`src/hw/dmms_pkg.sv`:
```
/*
 dmms_pkg: shared widths, constants, operand and mode carriers and helper
 functions of the dual multiply-subtract datapath.
 assumes: one core clock; operands read in the same cycle as the issue.
*/
package dmms_pkg;
   localparam int WORD_W = 16;
   localparam int EXT_W = 17;
   localparam int PROD_W = 32;
   localparam int ACC_W = 40;
   localparam int ADDR_W = 23;
   localparam logic [ADDR_W-1:0] COEF_STEP = 23'h000002;
   localparam logic [ADDR_W-1:0] AUX_STEP_SHARED = 23'h000001;
   localparam logic [ADDR_W-1:0] AUX_STEP_LONG = 23'h000002;
   localparam logic [ADDR_W-1:0] PTR_RESET = 23'h000000;
   localparam logic [ACC_W-1:0] ACC_RESET = 40'h0000000000;
   localparam logic [EXT_W-1:0] EXT_MIN = 17'h18000;
   localparam logic [PROD_W-1:0] PROD_SAT = 32'h7FFFFFFF;
   localparam logic [ACC_W:0] ROUND_ADD = 41'h00000008000;
   localparam logic [ACC_W:0] ROUND_KEEP = 41'h1FFFFFF0000;
   localparam logic [ACC_W:0] ROUND_LSB = 41'h00000010000;
   localparam logic [WORD_W-1:0] ROUND_TIE = 16'h8000;
   localparam logic [ACC_W-1:0] SAT32_POS = 40'h007FFFFFFF;
   localparam logic [ACC_W-1:0] SAT32_NEG = 40'hFF80000000;
   localparam logic [ACC_W-1:0] SAT40_POS = 40'h7FFFFFFFFF;
   localparam logic [ACC_W-1:0] SAT40_NEG = 40'h8000000000;
   localparam int OVF32_MSB = 40;
   localparam int OVF32_LSB = 31;

   typedef enum logic [0:0] {
      FORM_SHARED = 1'b0,
      FORM_LONG = 1'b1
   } dmms_form_t;

   typedef struct packed {
      logic fractionalShift;
      logic productSaturateSel;
      logic wideOverflowSel;
      logic roundingModeSel;
      logic accumSaturationEnable;
      logic signExtendSel;
   } dmms_mode_t;

   typedef struct packed {
      dmms_form_t form;
      logic roundEn;
      logic wide40;
      logic unsData;
      logic unsCoef;
      logic coefPostInc;
      logic auxPostDec;
   } dmms_opt_t;

   typedef struct packed {
      logic [WORD_W-1:0] dataReadBusPrimary;
      logic [WORD_W-1:0] dataReadBusSecondary;
      logic [WORD_W-1:0] coeffReadBusLow;
      logic [WORD_W-1:0] coeffReadBusHigh;
   } dmms_bus_t;

   // zero when unsigned option or sign mode off, else sign
   function automatic logic [EXT_W-1:0] extend17(input logic [WORD_W-1:0] w, input logic uns,
                                                input logic sxm);
      extend17 = {~uns & sxm & w[WORD_W-1], w};
   endfunction

   // flipping the lsb is +1 for even and -1 for odd
   function automatic logic [ADDR_W-1:0] pairAddr(input logic [ADDR_W-1:0] a);
      pairAddr = {a[ADDR_W-1:1], ~a[0]};
   endfunction
endpackage

```
`src/hw/dmms_mac_unit.sv`:
```
/*
 dmms_mac_unit: one combinational multiply-subtract lane: extension,
 product, fractional shift, product saturation, subtraction, rounding,
 overflow check and accumulator saturation.
 assumes: caller registers the result; operands stable for the cycle.
*/
`timescale 1ns/1ps
module dmms_mac_unit (
   input logic [dmms_pkg::WORD_W-1:0] opData, // data memory word
   input logic [dmms_pkg::WORD_W-1:0] opCoef, // coefficient word
   input logic unsData, // zero-extend data word
   input logic unsCoef, // zero-extend coefficient word
   input dmms_pkg::dmms_mode_t mode, // status mode bits
   input logic roundEn, // rounding option
   input logic wideEff, // effective 40-bit overflow
   input logic [dmms_pkg::ACC_W-1:0] accIn, // source accumulator
   output logic [dmms_pkg::ACC_W-1:0] accOut, // result to commit
   output logic ovf // accumulator overflow
);
   logic signed [dmms_pkg::EXT_W-1:0] extData;
   logic signed [dmms_pkg::EXT_W-1:0] extCoef;
   logic signed [33:0] rawProd;
   logic [dmms_pkg::PROD_W-1:0] shifted;
   logic prodSatHit;
   logic [dmms_pkg::PROD_W-1:0] prod;
   logic [dmms_pkg::ACC_W:0] diff;
   logic [dmms_pkg::ACC_W:0] roundSum;
   logic [dmms_pkg::ACC_W:0] rounded;
   logic [dmms_pkg::ACC_W:0] result;
   logic ovf40;
   logic ovf32;
   logic [dmms_pkg::ACC_W-1:0] satVal;

   assign extData = dmms_pkg::extend17(opData, unsData, mode.signExtendSel);
   assign extCoef = dmms_pkg::extend17(opCoef, unsCoef, mode.signExtendSel);
   assign rawProd = extData * extCoef;

   assign shifted = mode.fractionalShift ? {rawProd[30:0], 1'b0} : rawProd[31:0];

   // product overflow
   // with both operands sign-extended, only min times min can overflow once shifted, so one compare suffices
   assign prodSatHit = mode.fractionalShift & mode.productSaturateSel
                       & (extData == dmms_pkg::EXT_MIN) & (extCoef == dmms_pkg::EXT_MIN);
   assign prod = prodSatHit ? dmms_pkg::PROD_SAT : shifted;

   // extend and subtract
   // one guard bit keeps the 40-bit carry visible
   assign diff = {accIn[dmms_pkg::ACC_W-1], accIn} - {{9{prod[dmms_pkg::PROD_W-1]}}, prod};

   // rounding
   // mode set: exact half rounds to even by clearing the new lsb
   assign roundSum = (diff + dmms_pkg::ROUND_ADD) & dmms_pkg::ROUND_KEEP;
   assign rounded = !roundEn ? diff
                    : (mode.roundingModeSel && diff[15:0] == dmms_pkg::ROUND_TIE)
                    ? (roundSum & ~dmms_pkg::ROUND_LSB) : roundSum;

   assign ovf40 = rounded[dmms_pkg::ACC_W] ^ rounded[dmms_pkg::ACC_W-1];
   assign ovf32 = ~((&rounded[dmms_pkg::OVF32_MSB:dmms_pkg::OVF32_LSB])
                    | ~(|rounded[dmms_pkg::OVF32_MSB:dmms_pkg::OVF32_LSB]));
   assign ovf = wideEff ? ovf40 : ovf32;

   assign satVal = rounded[dmms_pkg::ACC_W]
                   ? (wideEff ? dmms_pkg::SAT40_NEG : dmms_pkg::SAT32_NEG)
                   : (wideEff ? dmms_pkg::SAT40_POS : dmms_pkg::SAT32_POS);
   assign result = rounded;
   assign accOut = (ovf & mode.accumSaturationEnable) ? satVal : result[dmms_pkg::ACC_W-1:0];
endmodule

```
`src/hw/dmms_datapath.sv`:
```
/*
 dmms_datapath: dual multiply-subtract datapath. Holds both accumulators,
 their overflow flags and the coefficient and aux pointers; drives the
 operand addresses and commits both lanes in the issue cycle.
 assumes: memory answers the driven addresses combinationally in the same
 cycle; all inputs come from logic on clk_sys.
*/
`timescale 1ns/1ps
module dmms_datapath (
   input logic clk_sys, // core clock
   input logic nrst, // async reset, active low
   input logic ce, // clock enable, freezes state
   input logic issue, // execute one instruction
   input dmms_pkg::dmms_opt_t opts, // instruction options
   input dmms_pkg::dmms_mode_t mode, // status mode bits
   input dmms_pkg::dmms_bus_t buses, // read buses
   input logic accLoadX, // load accum_x
   input logic accLoadY, // load accum_y
   input logic [dmms_pkg::ACC_W-1:0] accLoadValue, // load value
   input logic ovfClearX, // clear accum_x flag
   input logic ovfClearY, // clear accum_y flag
   input logic ptrLoad, // load both pointers
   input logic [dmms_pkg::ADDR_W-1:0] ptrLoadCoef, // coefficient pointer value
   input logic [dmms_pkg::ADDR_W-1:0] ptrLoadAux, // aux pointer value
   output logic [dmms_pkg::ADDR_W-1:0] dataAddrHigh, // data path X, effective
   output logic [dmms_pkg::ADDR_W-1:0] dataAddrLow, // data path X, paired
   output logic [dmms_pkg::ADDR_W-1:0] coeffAddrHigh, // coeff address bus, effective
   output logic [dmms_pkg::ADDR_W-1:0] coeffAddrLow, // coeff address bus, paired
   output logic [dmms_pkg::ACC_W-1:0] accumX, // accumulator x
   output logic [dmms_pkg::ACC_W-1:0] accumY, // accumulator y
   output logic accumXOverflowFlag, // sticky overflow x
   output logic accumYOverflowFlag, // sticky overflow y
   output logic [dmms_pkg::ADDR_W-1:0] coefficientPointer, // coefficient pointer
   output logic [dmms_pkg::ADDR_W-1:0] auxPointer, // aux pointer
   output logic doneStrobe // one-cycle commit pulse
);
   logic fire;
   logic wideEff;
   logic [dmms_pkg::WORD_W-1:0] unitOneData;
   logic [dmms_pkg::WORD_W-1:0] unitTwoData;
   logic [dmms_pkg::WORD_W-1:0] unitOneCoef;
   logic [dmms_pkg::WORD_W-1:0] unitTwoCoef;
   logic [dmms_pkg::ACC_W-1:0] unitOneAcc;
   logic [dmms_pkg::ACC_W-1:0] unitTwoAcc;
   logic unitOneOvf;
   logic unitTwoOvf;
   logic [dmms_pkg::ADDR_W-1:0] auxStep;
   logic [dmms_pkg::ACC_W-1:0] next_accumX;
   logic [dmms_pkg::ACC_W-1:0] next_accumY;
   logic next_flagX;
   logic next_flagY;
   logic [dmms_pkg::ADDR_W-1:0] next_coef;
   logic [dmms_pkg::ADDR_W-1:0] next_aux;

   assign fire = ce & issue;

   // local wide override, stored bit untouched
   assign wideEff = mode.wideOverflowSel | opts.wide40;

   assign coeffAddrHigh = coefficientPointer;
   assign dataAddrHigh = auxPointer;

   // paired addresses
   // coefficients must sit in internal memory, no external path exists
   assign coeffAddrLow = dmms_pkg::pairAddr(coefficientPointer);
   assign dataAddrLow = dmms_pkg::pairAddr(auxPointer);

   // data operand routing
   // unit one always takes the primary bus: shared word or low half
   assign unitOneData = buses.dataReadBusPrimary;
   assign unitTwoData = (opts.form == dmms_pkg::FORM_LONG)
                        ? buses.dataReadBusSecondary : buses.dataReadBusPrimary;

   assign unitOneCoef = buses.coeffReadBusLow;
   assign unitTwoCoef = buses.coeffReadBusHigh;

   // lane one writes accum_x
   dmms_mac_unit u_unit_one (
      .opData(unitOneData),
      .opCoef(unitOneCoef),
      .unsData(opts.unsData),
      .unsCoef(opts.unsCoef),
      .mode(mode),
      .roundEn(opts.roundEn),
      .wideEff(wideEff),
      .accIn(accumX),
      .accOut(unitOneAcc),
      .ovf(unitOneOvf)
   );

   // lane two writes accum_y
   dmms_mac_unit u_unit_two (
      .opData(unitTwoData),
      .opCoef(unitTwoCoef),
      .unsData(opts.unsData),
      .unsCoef(opts.unsCoef),
      .mode(mode),
      .roundEn(opts.roundEn),
      .wideEff(wideEff),
      .accIn(accumY),
      .accOut(unitTwoAcc),
      .ovf(unitTwoOvf)
   );

   // both lanes read old values only
   // issue outranks a load in the same cycle
   assign next_accumX = issue ? unitOneAcc : (accLoadX ? accLoadValue : accumX);
   assign next_accumY = issue ? unitTwoAcc : (accLoadY ? accLoadValue : accumY);

   assign next_flagX = (issue & unitOneOvf) | (accumXOverflowFlag & ~ovfClearX);
   assign next_flagY = (issue & unitTwoOvf) | (accumYOverflowFlag & ~ovfClearY);

   assign auxStep = (opts.form == dmms_pkg::FORM_LONG)
                    ? dmms_pkg::AUX_STEP_LONG : dmms_pkg::AUX_STEP_SHARED;
   assign next_coef = ptrLoad ? ptrLoadCoef
                      : (issue & opts.coefPostInc) ? coefficientPointer + dmms_pkg::COEF_STEP
                      : coefficientPointer;
   assign next_aux = ptrLoad ? ptrLoadAux
                     : (issue & opts.auxPostDec) ? auxPointer - auxStep
                     : auxPointer;

   always_ff @(posedge clk_sys or negedge nrst)
   begin
      if (!nrst)
      begin
         accumX <= dmms_pkg::ACC_RESET;
         accumY <= dmms_pkg::ACC_RESET;
         accumXOverflowFlag <= 1'b0;
         accumYOverflowFlag <= 1'b0;
      end
      else if (ce)
      begin
         accumX <= next_accumX;
         accumY <= next_accumY;
         accumXOverflowFlag <= next_flagX;
         accumYOverflowFlag <= next_flagY;
      end
   end

   // pointers and commit pulse
   always_ff @(posedge clk_sys or negedge nrst)
   begin
      if (!nrst)
      begin
         coefficientPointer <= dmms_pkg::PTR_RESET;
         auxPointer <= dmms_pkg::PTR_RESET;
         doneStrobe <= 1'b0;
      end
      else if (ce)
      begin
         coefficientPointer <= next_coef;
         auxPointer <= next_aux;
         doneStrobe <= issue;
      end
   end

   // shared operand reaches both lanes
   AST_SHARED_OPERAND:
      assert property (@(posedge clk_sys) disable iff (!nrst)
         fire && opts.form == dmms_pkg::FORM_SHARED
         |-> unitOneData == buses.dataReadBusPrimary && unitTwoData == buses.dataReadBusPrimary)
      else $error("shared operand not on both lanes");

   // high coefficient at the effective address
   AST_COEF_HIGH:
      assert property (@(posedge clk_sys) disable iff (!nrst)
         fire |-> coeffAddrHigh == coefficientPointer && unitTwoCoef == buses.coeffReadBusHigh)
      else $error("high coefficient path wrong");

   // low coefficient at the paired address
   AST_COEF_LOW:
      assert property (@(posedge clk_sys) disable iff (!nrst)
         fire |-> unitOneCoef == buses.coeffReadBusLow
                  && coeffAddrLow == (coefficientPointer[0] ? coefficientPointer - 23'h000001
                                                              : coefficientPointer + 23'h000001))
      else $error("low coefficient path wrong");

   // long form high half from secondary bus
   AST_LONG_HIGH:
      assert property (@(posedge clk_sys) disable iff (!nrst)
         fire && opts.form == dmms_pkg::FORM_LONG
         |-> unitTwoData == buses.dataReadBusSecondary && dataAddrHigh == auxPointer)
      else $error("long high half path wrong");

   // paired address arithmetic
   AST_PAIR_ADDR:
      assert property (@(posedge clk_sys) disable iff (!nrst)
         auxPointer[0] ? (dataAddrLow == auxPointer - 23'h000001)
                       : (dataAddrLow == auxPointer + 23'h000001))
      else $error("paired address wrong");

   // commit pulse the edge after issue
   AST_ONE_CYCLE:
      assert property (@(posedge clk_sys) disable iff (!nrst)
         fire |=> doneStrobe ##1 (!doneStrobe || $past(issue)))
      else $error("commit not single cycle");

   // flag follows lane overflow
   AST_OVF_FLAG:
      assert property (@(posedge clk_sys) disable iff (!nrst)
         fire && unitTwoOvf |=> accumYOverflowFlag ##1 (accumYOverflowFlag || $past(ovfClearY)))
      else $error("overflow flag y not set");

   // saturated 32-bit value on overflow
   AST_SAT32:
      assert property (@(posedge clk_sys) disable iff (!nrst)
         fire && unitOneOvf && mode.accumSaturationEnable && !wideEff
         |=> accumX == dmms_pkg::SAT32_POS || accumX == dmms_pkg::SAT32_NEG)
      else $error("accum x not saturated");

   // 40-bit option widens saturation
   AST_WIDE_OPT:
      assert property (@(posedge clk_sys) disable iff (!nrst)
         fire && opts.wide40 && unitTwoOvf && mode.accumSaturationEnable
         |=> accumY == dmms_pkg::SAT40_POS || accumY == dmms_pkg::SAT40_NEG)
      else $error("40-bit option ignored");

   // coefficient pointer steps by two
   AST_COEF_STEP:
      assert property (@(posedge clk_sys) disable iff (!nrst)
         fire && !ptrLoad && opts.coefPostInc
         |=> coefficientPointer == $past(coefficientPointer) + 23'h000002)
      else $error("coefficient pointer step wrong");

   // aux pointer steps once by one
   AST_AUX_STEP:
      assert property (@(posedge clk_sys) disable iff (!nrst)
         fire && !ptrLoad && opts.auxPostDec && opts.form == dmms_pkg::FORM_SHARED
         |=> auxPointer == $past(auxPointer) - 23'h000001)
      else $error("aux pointer step wrong");

   // both lanes commit together
   AST_COMMIT:
      assert property (@(posedge clk_sys) disable iff (!nrst)
         fire |=> accumX == $past(unitOneAcc) && accumY == $past(unitTwoAcc))
      else $error("lanes not committed together");

   // frozen state while enable is low
   AST_FREEZE:
      assert property (@(posedge clk_sys) disable iff (!nrst)
         !ce |=> $stable(accumX) && $stable(accumY) && $stable(auxPointer))
      else $error("state moved with enable low");
endmodule

```
`config.mk`:
```
export PLATFORM = sky130hd
export DESIGN_NAME = dmms_datapath
export DESIGN_NICKNAME = d
export VERILOG_FILES = /design/src/hw/dmms_pkg.sv /design/src/hw/dmms_mac_unit.sv /design/src/hw/dmms_datapath.sv
export SDC_FILE = /design/constraint.sdc
export NUM_CORES = 2
export LEC_CHECK = 0
export BUFFER_PORTS_ARGS = -buffer_cell sky130_fd_sc_hd__buf_4
export CAP_MARGIN = 20
export CORE_ASPECT_RATIO = 0.75
export CORE_MARGIN = 1
export CORE_UTILIZATION = 65
export DETAILED_ROUTE_END_ITERATION = 8
export GPL_TIMING_DRIVEN = 0
export PLACE_DENSITY = 0.87
export SLEW_MARGIN = 20
export SYNTH_ARGS = -nofsm -noshare
export SYNTH_HDL_FRONTEND = slang
export SYNTH_HIERARCHICAL = 1
export SYNTH_SLANG_ARGS = --single-unit
export TNS_END_PERCENT = 30
```
`constraint.sdc`:
```
create_clock -name clk_sys -period 14.3 [get_ports clk_sys]
set_clock_uncertainty 0.15 [all_clocks]
set_input_delay 0.715 -clock clk_sys [delete_from_list [all_inputs] [get_ports clk_sys]]
set_output_delay 0.715 -clock clk_sys [all_outputs]
set_load 0.05 [all_outputs]
```
==> results by group <==
Clock network
  – CTS Buf Count: 17
  – Hold buffers post-CTS: 0
  – Clk_lat worst skew: 0.44 ns
  – Clock transition at path regs: 0.06 ns
  – CTS H-tree depth: 4
  – CTS root buf: clkbuf_16
  – CTS tree: done
  – Clock Sink Count: 129
  – Clock Path Buffers: 2

Layout
  – Area of the multi-input gates: 0.0297 mm2
  – Synth-to-layout area growth: 12.7%
  – # fillers: 4235
  – Reg area: 0.00323 mm2
  – Final #Nets: 5912
  – Post-Layout Cell Count: 5666
  – Share of layout cells above drive strength 1: 14.0%

Detailed routing
  – Drt drc: 0
  – Average via count per standard cell: 6.26
  – Vias: 35400
  – Final WL: 124000 um
  – WL per Instance: 21.9 um
  – Drt first pass iters: 7
  – Drt first-iter violations: 4279
  – ANT nets after route: 0

Timing
  – Fin. Hold Viols: 0
  – Final worst-path cycle share: 97.2%
  – Worst hold margin: 0.0608 ns
  – Final setup fails: 0
  – Slew @ Worst Pin: 1.07 ns
  – Worst rel slew slack: 27.8%
  – Final slew viol count: 0
  – Max frequency: 72.0 MHz
  – Minimum clock period: 13.89 ns

Synthesis
  – Simple-gate share of the synthesized area: 19.7%
  – Post-synth EDFFs: 0
  – Adder-Cell Fraction of Synth Area: 39.2%
  – Mapped cell area: 0.0370 mm2
  – Compound-Gate Fraction of Synth Area: 15.0%
  – Gate Count Post-Synth: 4530
  – Synth warn: 6
  – Seq cells post-synth: 129
  – Mux cell area share after synthesis: 1.79%
  – Asr flop ratio synth: 100%
  – Main combinational cell family by area after synthesis: adder cells
  – Synth cell types: 106
  – Main synth FF type: dfrtp_1
  – Seq/Total Area, Yosys: 8.73%
  – Synth Area in XOR/XNOR: 4.05%
  – Syn nets: 5522
  – Syn Area/Cell: 8.17 um2

Placed design
  – Dpl cells: 5640
  – Routability Congestion: 1.03
  – Hpwl dp: 103000 um
  – Port Buffers: 377

Critical path
  – CP dominant cell by count: fa_1
  – R2R cell count: 28
  – R2r startpoint: accumX[0]$_DFFE_PN0P_
  – Worst path buffer plus inverter count: 9
  – CP Max Fanout: 10
  – Crit-path leading delay family: adder cells
  – Worst reg-to-reg setup slack: 6.47 ns
  – CP arrival: 14.04 ns
  – Critical Path Max Stage Delay: 0.68 ns
  – Max stage delay cell, worst path: or4b_2
  – Critical path origin: buses[8]
  – Worst reg2reg endpoint: accumX[27]$_DFFE_PN0P_
  – Critical Path Sink Type: flop
  – Startpoint types: input port
  – Crit Path Category: input port to flop
  – Worst Path Required: 14.44 ns

GRT
  – Vias in the first global route: 34600
  – Global-route wire length before repair: 192000 um
  – Largest net degree at the start of global routing: 70
  – Total GRT Usage: 42.9%
  – Global route overflow: 0
  – Initial antenna violation count: 5

Floorplan
  – Die footprint: 0.0579 mm2
  – Die Height: 209 um
  – IO Count: 393
  – Die width: 277 um
  – Placeable Area: 0.0561 mm2
  – Initial core utilization: 65.9%
  – Row cnt: 75

Min path
  – Worst hold-check path type: input port to async pin

Flow run
  – Max Cap Viol: 0

Status
  – Run status: finished clean
placed cells by master, fill, tap and decap left out, types with 46 or more instances in the layout:
| cell type | instances |
|---|---|
| dfrtp_1 | 129 |
| inv_1 | 724 |
| nor2b_1 | 60 |
| fa_1 | 566 |
| nand2_1 | 547 |
| nor3_1 | 66 |
| xnor2_1 | 105 |
| clkbuf_1 | 130 |
| nand3_1 | 65 |
| buf_4 | 479 |
| xor2_1 | 62 |
| ha_1 | 252 |
| a211oi_1 | 74 |
| a21oi_1 | 251 |
| o21ai_0 | 175 |
| a21o_1 | 46 |
| and2_1 | 262 |
| nor2_1 | 211 |
repair_timing:
action | in CTS | in global routing
pin swaps | 0 | 2
hold endpoints to repair | 0 | 0
cloned | 0 | 0
endpoints found under the setup margin | 41 | 82
buffers inserted | 0 | 7
gates resized for setup | 16 | 94
worst max-delay path by stage:
stage / endpoint / slack, ns / depth (start not counted)
after global placement: accumY[20]$_DFFE_PN0P_ / -2.06 / 50
after global routing: accumY[11]$_DFFE_PN0P_ / -0.02 / 50
final: accumY[34]$_DFFE_PN0P_ / 0.41 / 45
after CTS: accumY[13]$_DFFE_PN0P_ / 0.02 / 51
after detailed placement: accumY[20]$_DFFE_PN0P_ / -1.82 / 50
after floorplan: accumY[10]$_DFFE_PN0P_ / 0.74 / 52
cells in the mapped netlist, drive strengths merged (8+ instances only):
master / number / area share (%)
inv: 726 / 7.4
fa: 567 / 31
nand2: 548 / 5.6
and2: 263 / 4.5
a21oi: 256 / 3.5
ha: 253 / 8.6
o21ai: 221 / 3.0
nor2: 215 / 2.2
clkbuf: 175 / 1.8
dfrtp: 129 / 8.7
buf: 122 / 2.4
xnor2: 108 / 2.6
a211oi: 80 / 1.6
nor3: 71 / 1.0
nand3: 67 / 0.93
xor2: 63 / 1.5
nor2b: 60 / 1.0
a21o: 46 / 0.93
nand4: 44 / 0.74
mux2i: 41 / 1.1
or2: 36 / 0.61
nor4: 32 / 0.62
o22ai: 28 / 0.47
and3: 26 / 0.45
nand2b: 26 / 0.44
o21a: 26 / 0.53
mux2: 22 / 0.68
o21bai: 22 / 0.46
a31oi: 19 / 0.32
o32ai: 19 / 0.65
o31ai: 13 / 0.28
or4: 13 / 0.28
a22oi: 12 / 0.26
o211ai: 12 / 0.27
or3: 12 / 0.20
and4: 10 / 0.24
a2111oi: 9 / 0.21
o311ai: 9 / 0.21
nor3b: 8 / 0.16
logic make-up (layout without fill, tap and decap cells):
family / Yosys count / after routing
fa+ha+maj: 820 / 820
mux: 63 / 63
compound gates: 861 / 861
buf+inv: 1023 / 1426
xor+xnor: 171 / 171
simple gates: 1463 / 1463
other cells: 0 / 2
flops: 129 / 129
through the flow:
stage | TNS (ns) | utilization (%) | setup WS [ns] | cell area (um2)
6_report | 0 | 74.3 | 0.407 | 41700
5_1_grt | -0.0387 | 74.3 | -0.0243 | 41700
4_1_cts | 0 | 73.9 | 0.0187 | 41500
3_5_place_dp | -69.95 | 72.7 | -1.82 | 40800
3_3_place_gp | -78.46 | 72.6 | -2.06 | 40700
2_1_floorplan | 0 | - | 0.737 | 37000
worst register-to-register path, delay by kind of cell (launching register included):
kind                     cells  cell delay, ns
AO/OA/AOI/OAI                7            2.01
adder cells (fa/ha/maj)      3            0.81
AND/OR/NAND/NOR             10            2.61
flip-flops                   1            0.44
multiplexers                 2            0.57
buffers and inverters        6            1.17
final cells by class:
type	count	share of cell area, %
inverter	726	6.54
tap	731	2.19
multi-input combinational	3378	71.2
clock inverter	11	0.474
clock buffer	21	1.15
timing repair buffer	386	7.02
sequential	129	7.74
buffer	282	3.64
antenna	2	0.0120
registers in the layout, indices dropped and copies added (netlist names):
register            flops
accumX                 40
doneStrobe              1
accumY                 40
auxPointer             23
coeffAddrHigh          23
accumYOverflowFlag      1
accumXOverflowFlag      1
routing by layer:
layer	vias up	GRT usage [%]	routed length [um]
li1	15500	-	-
met1	17200	59.3	48200
met2	2362	61.9	53000
met3	422	14.3	17300
met4	2	17.1	5430
met5	-	0	12
Power is left out: the tool's default activity adds up to more than one toggle a clock period on the data nets, which glitch-free logic cannot reach.
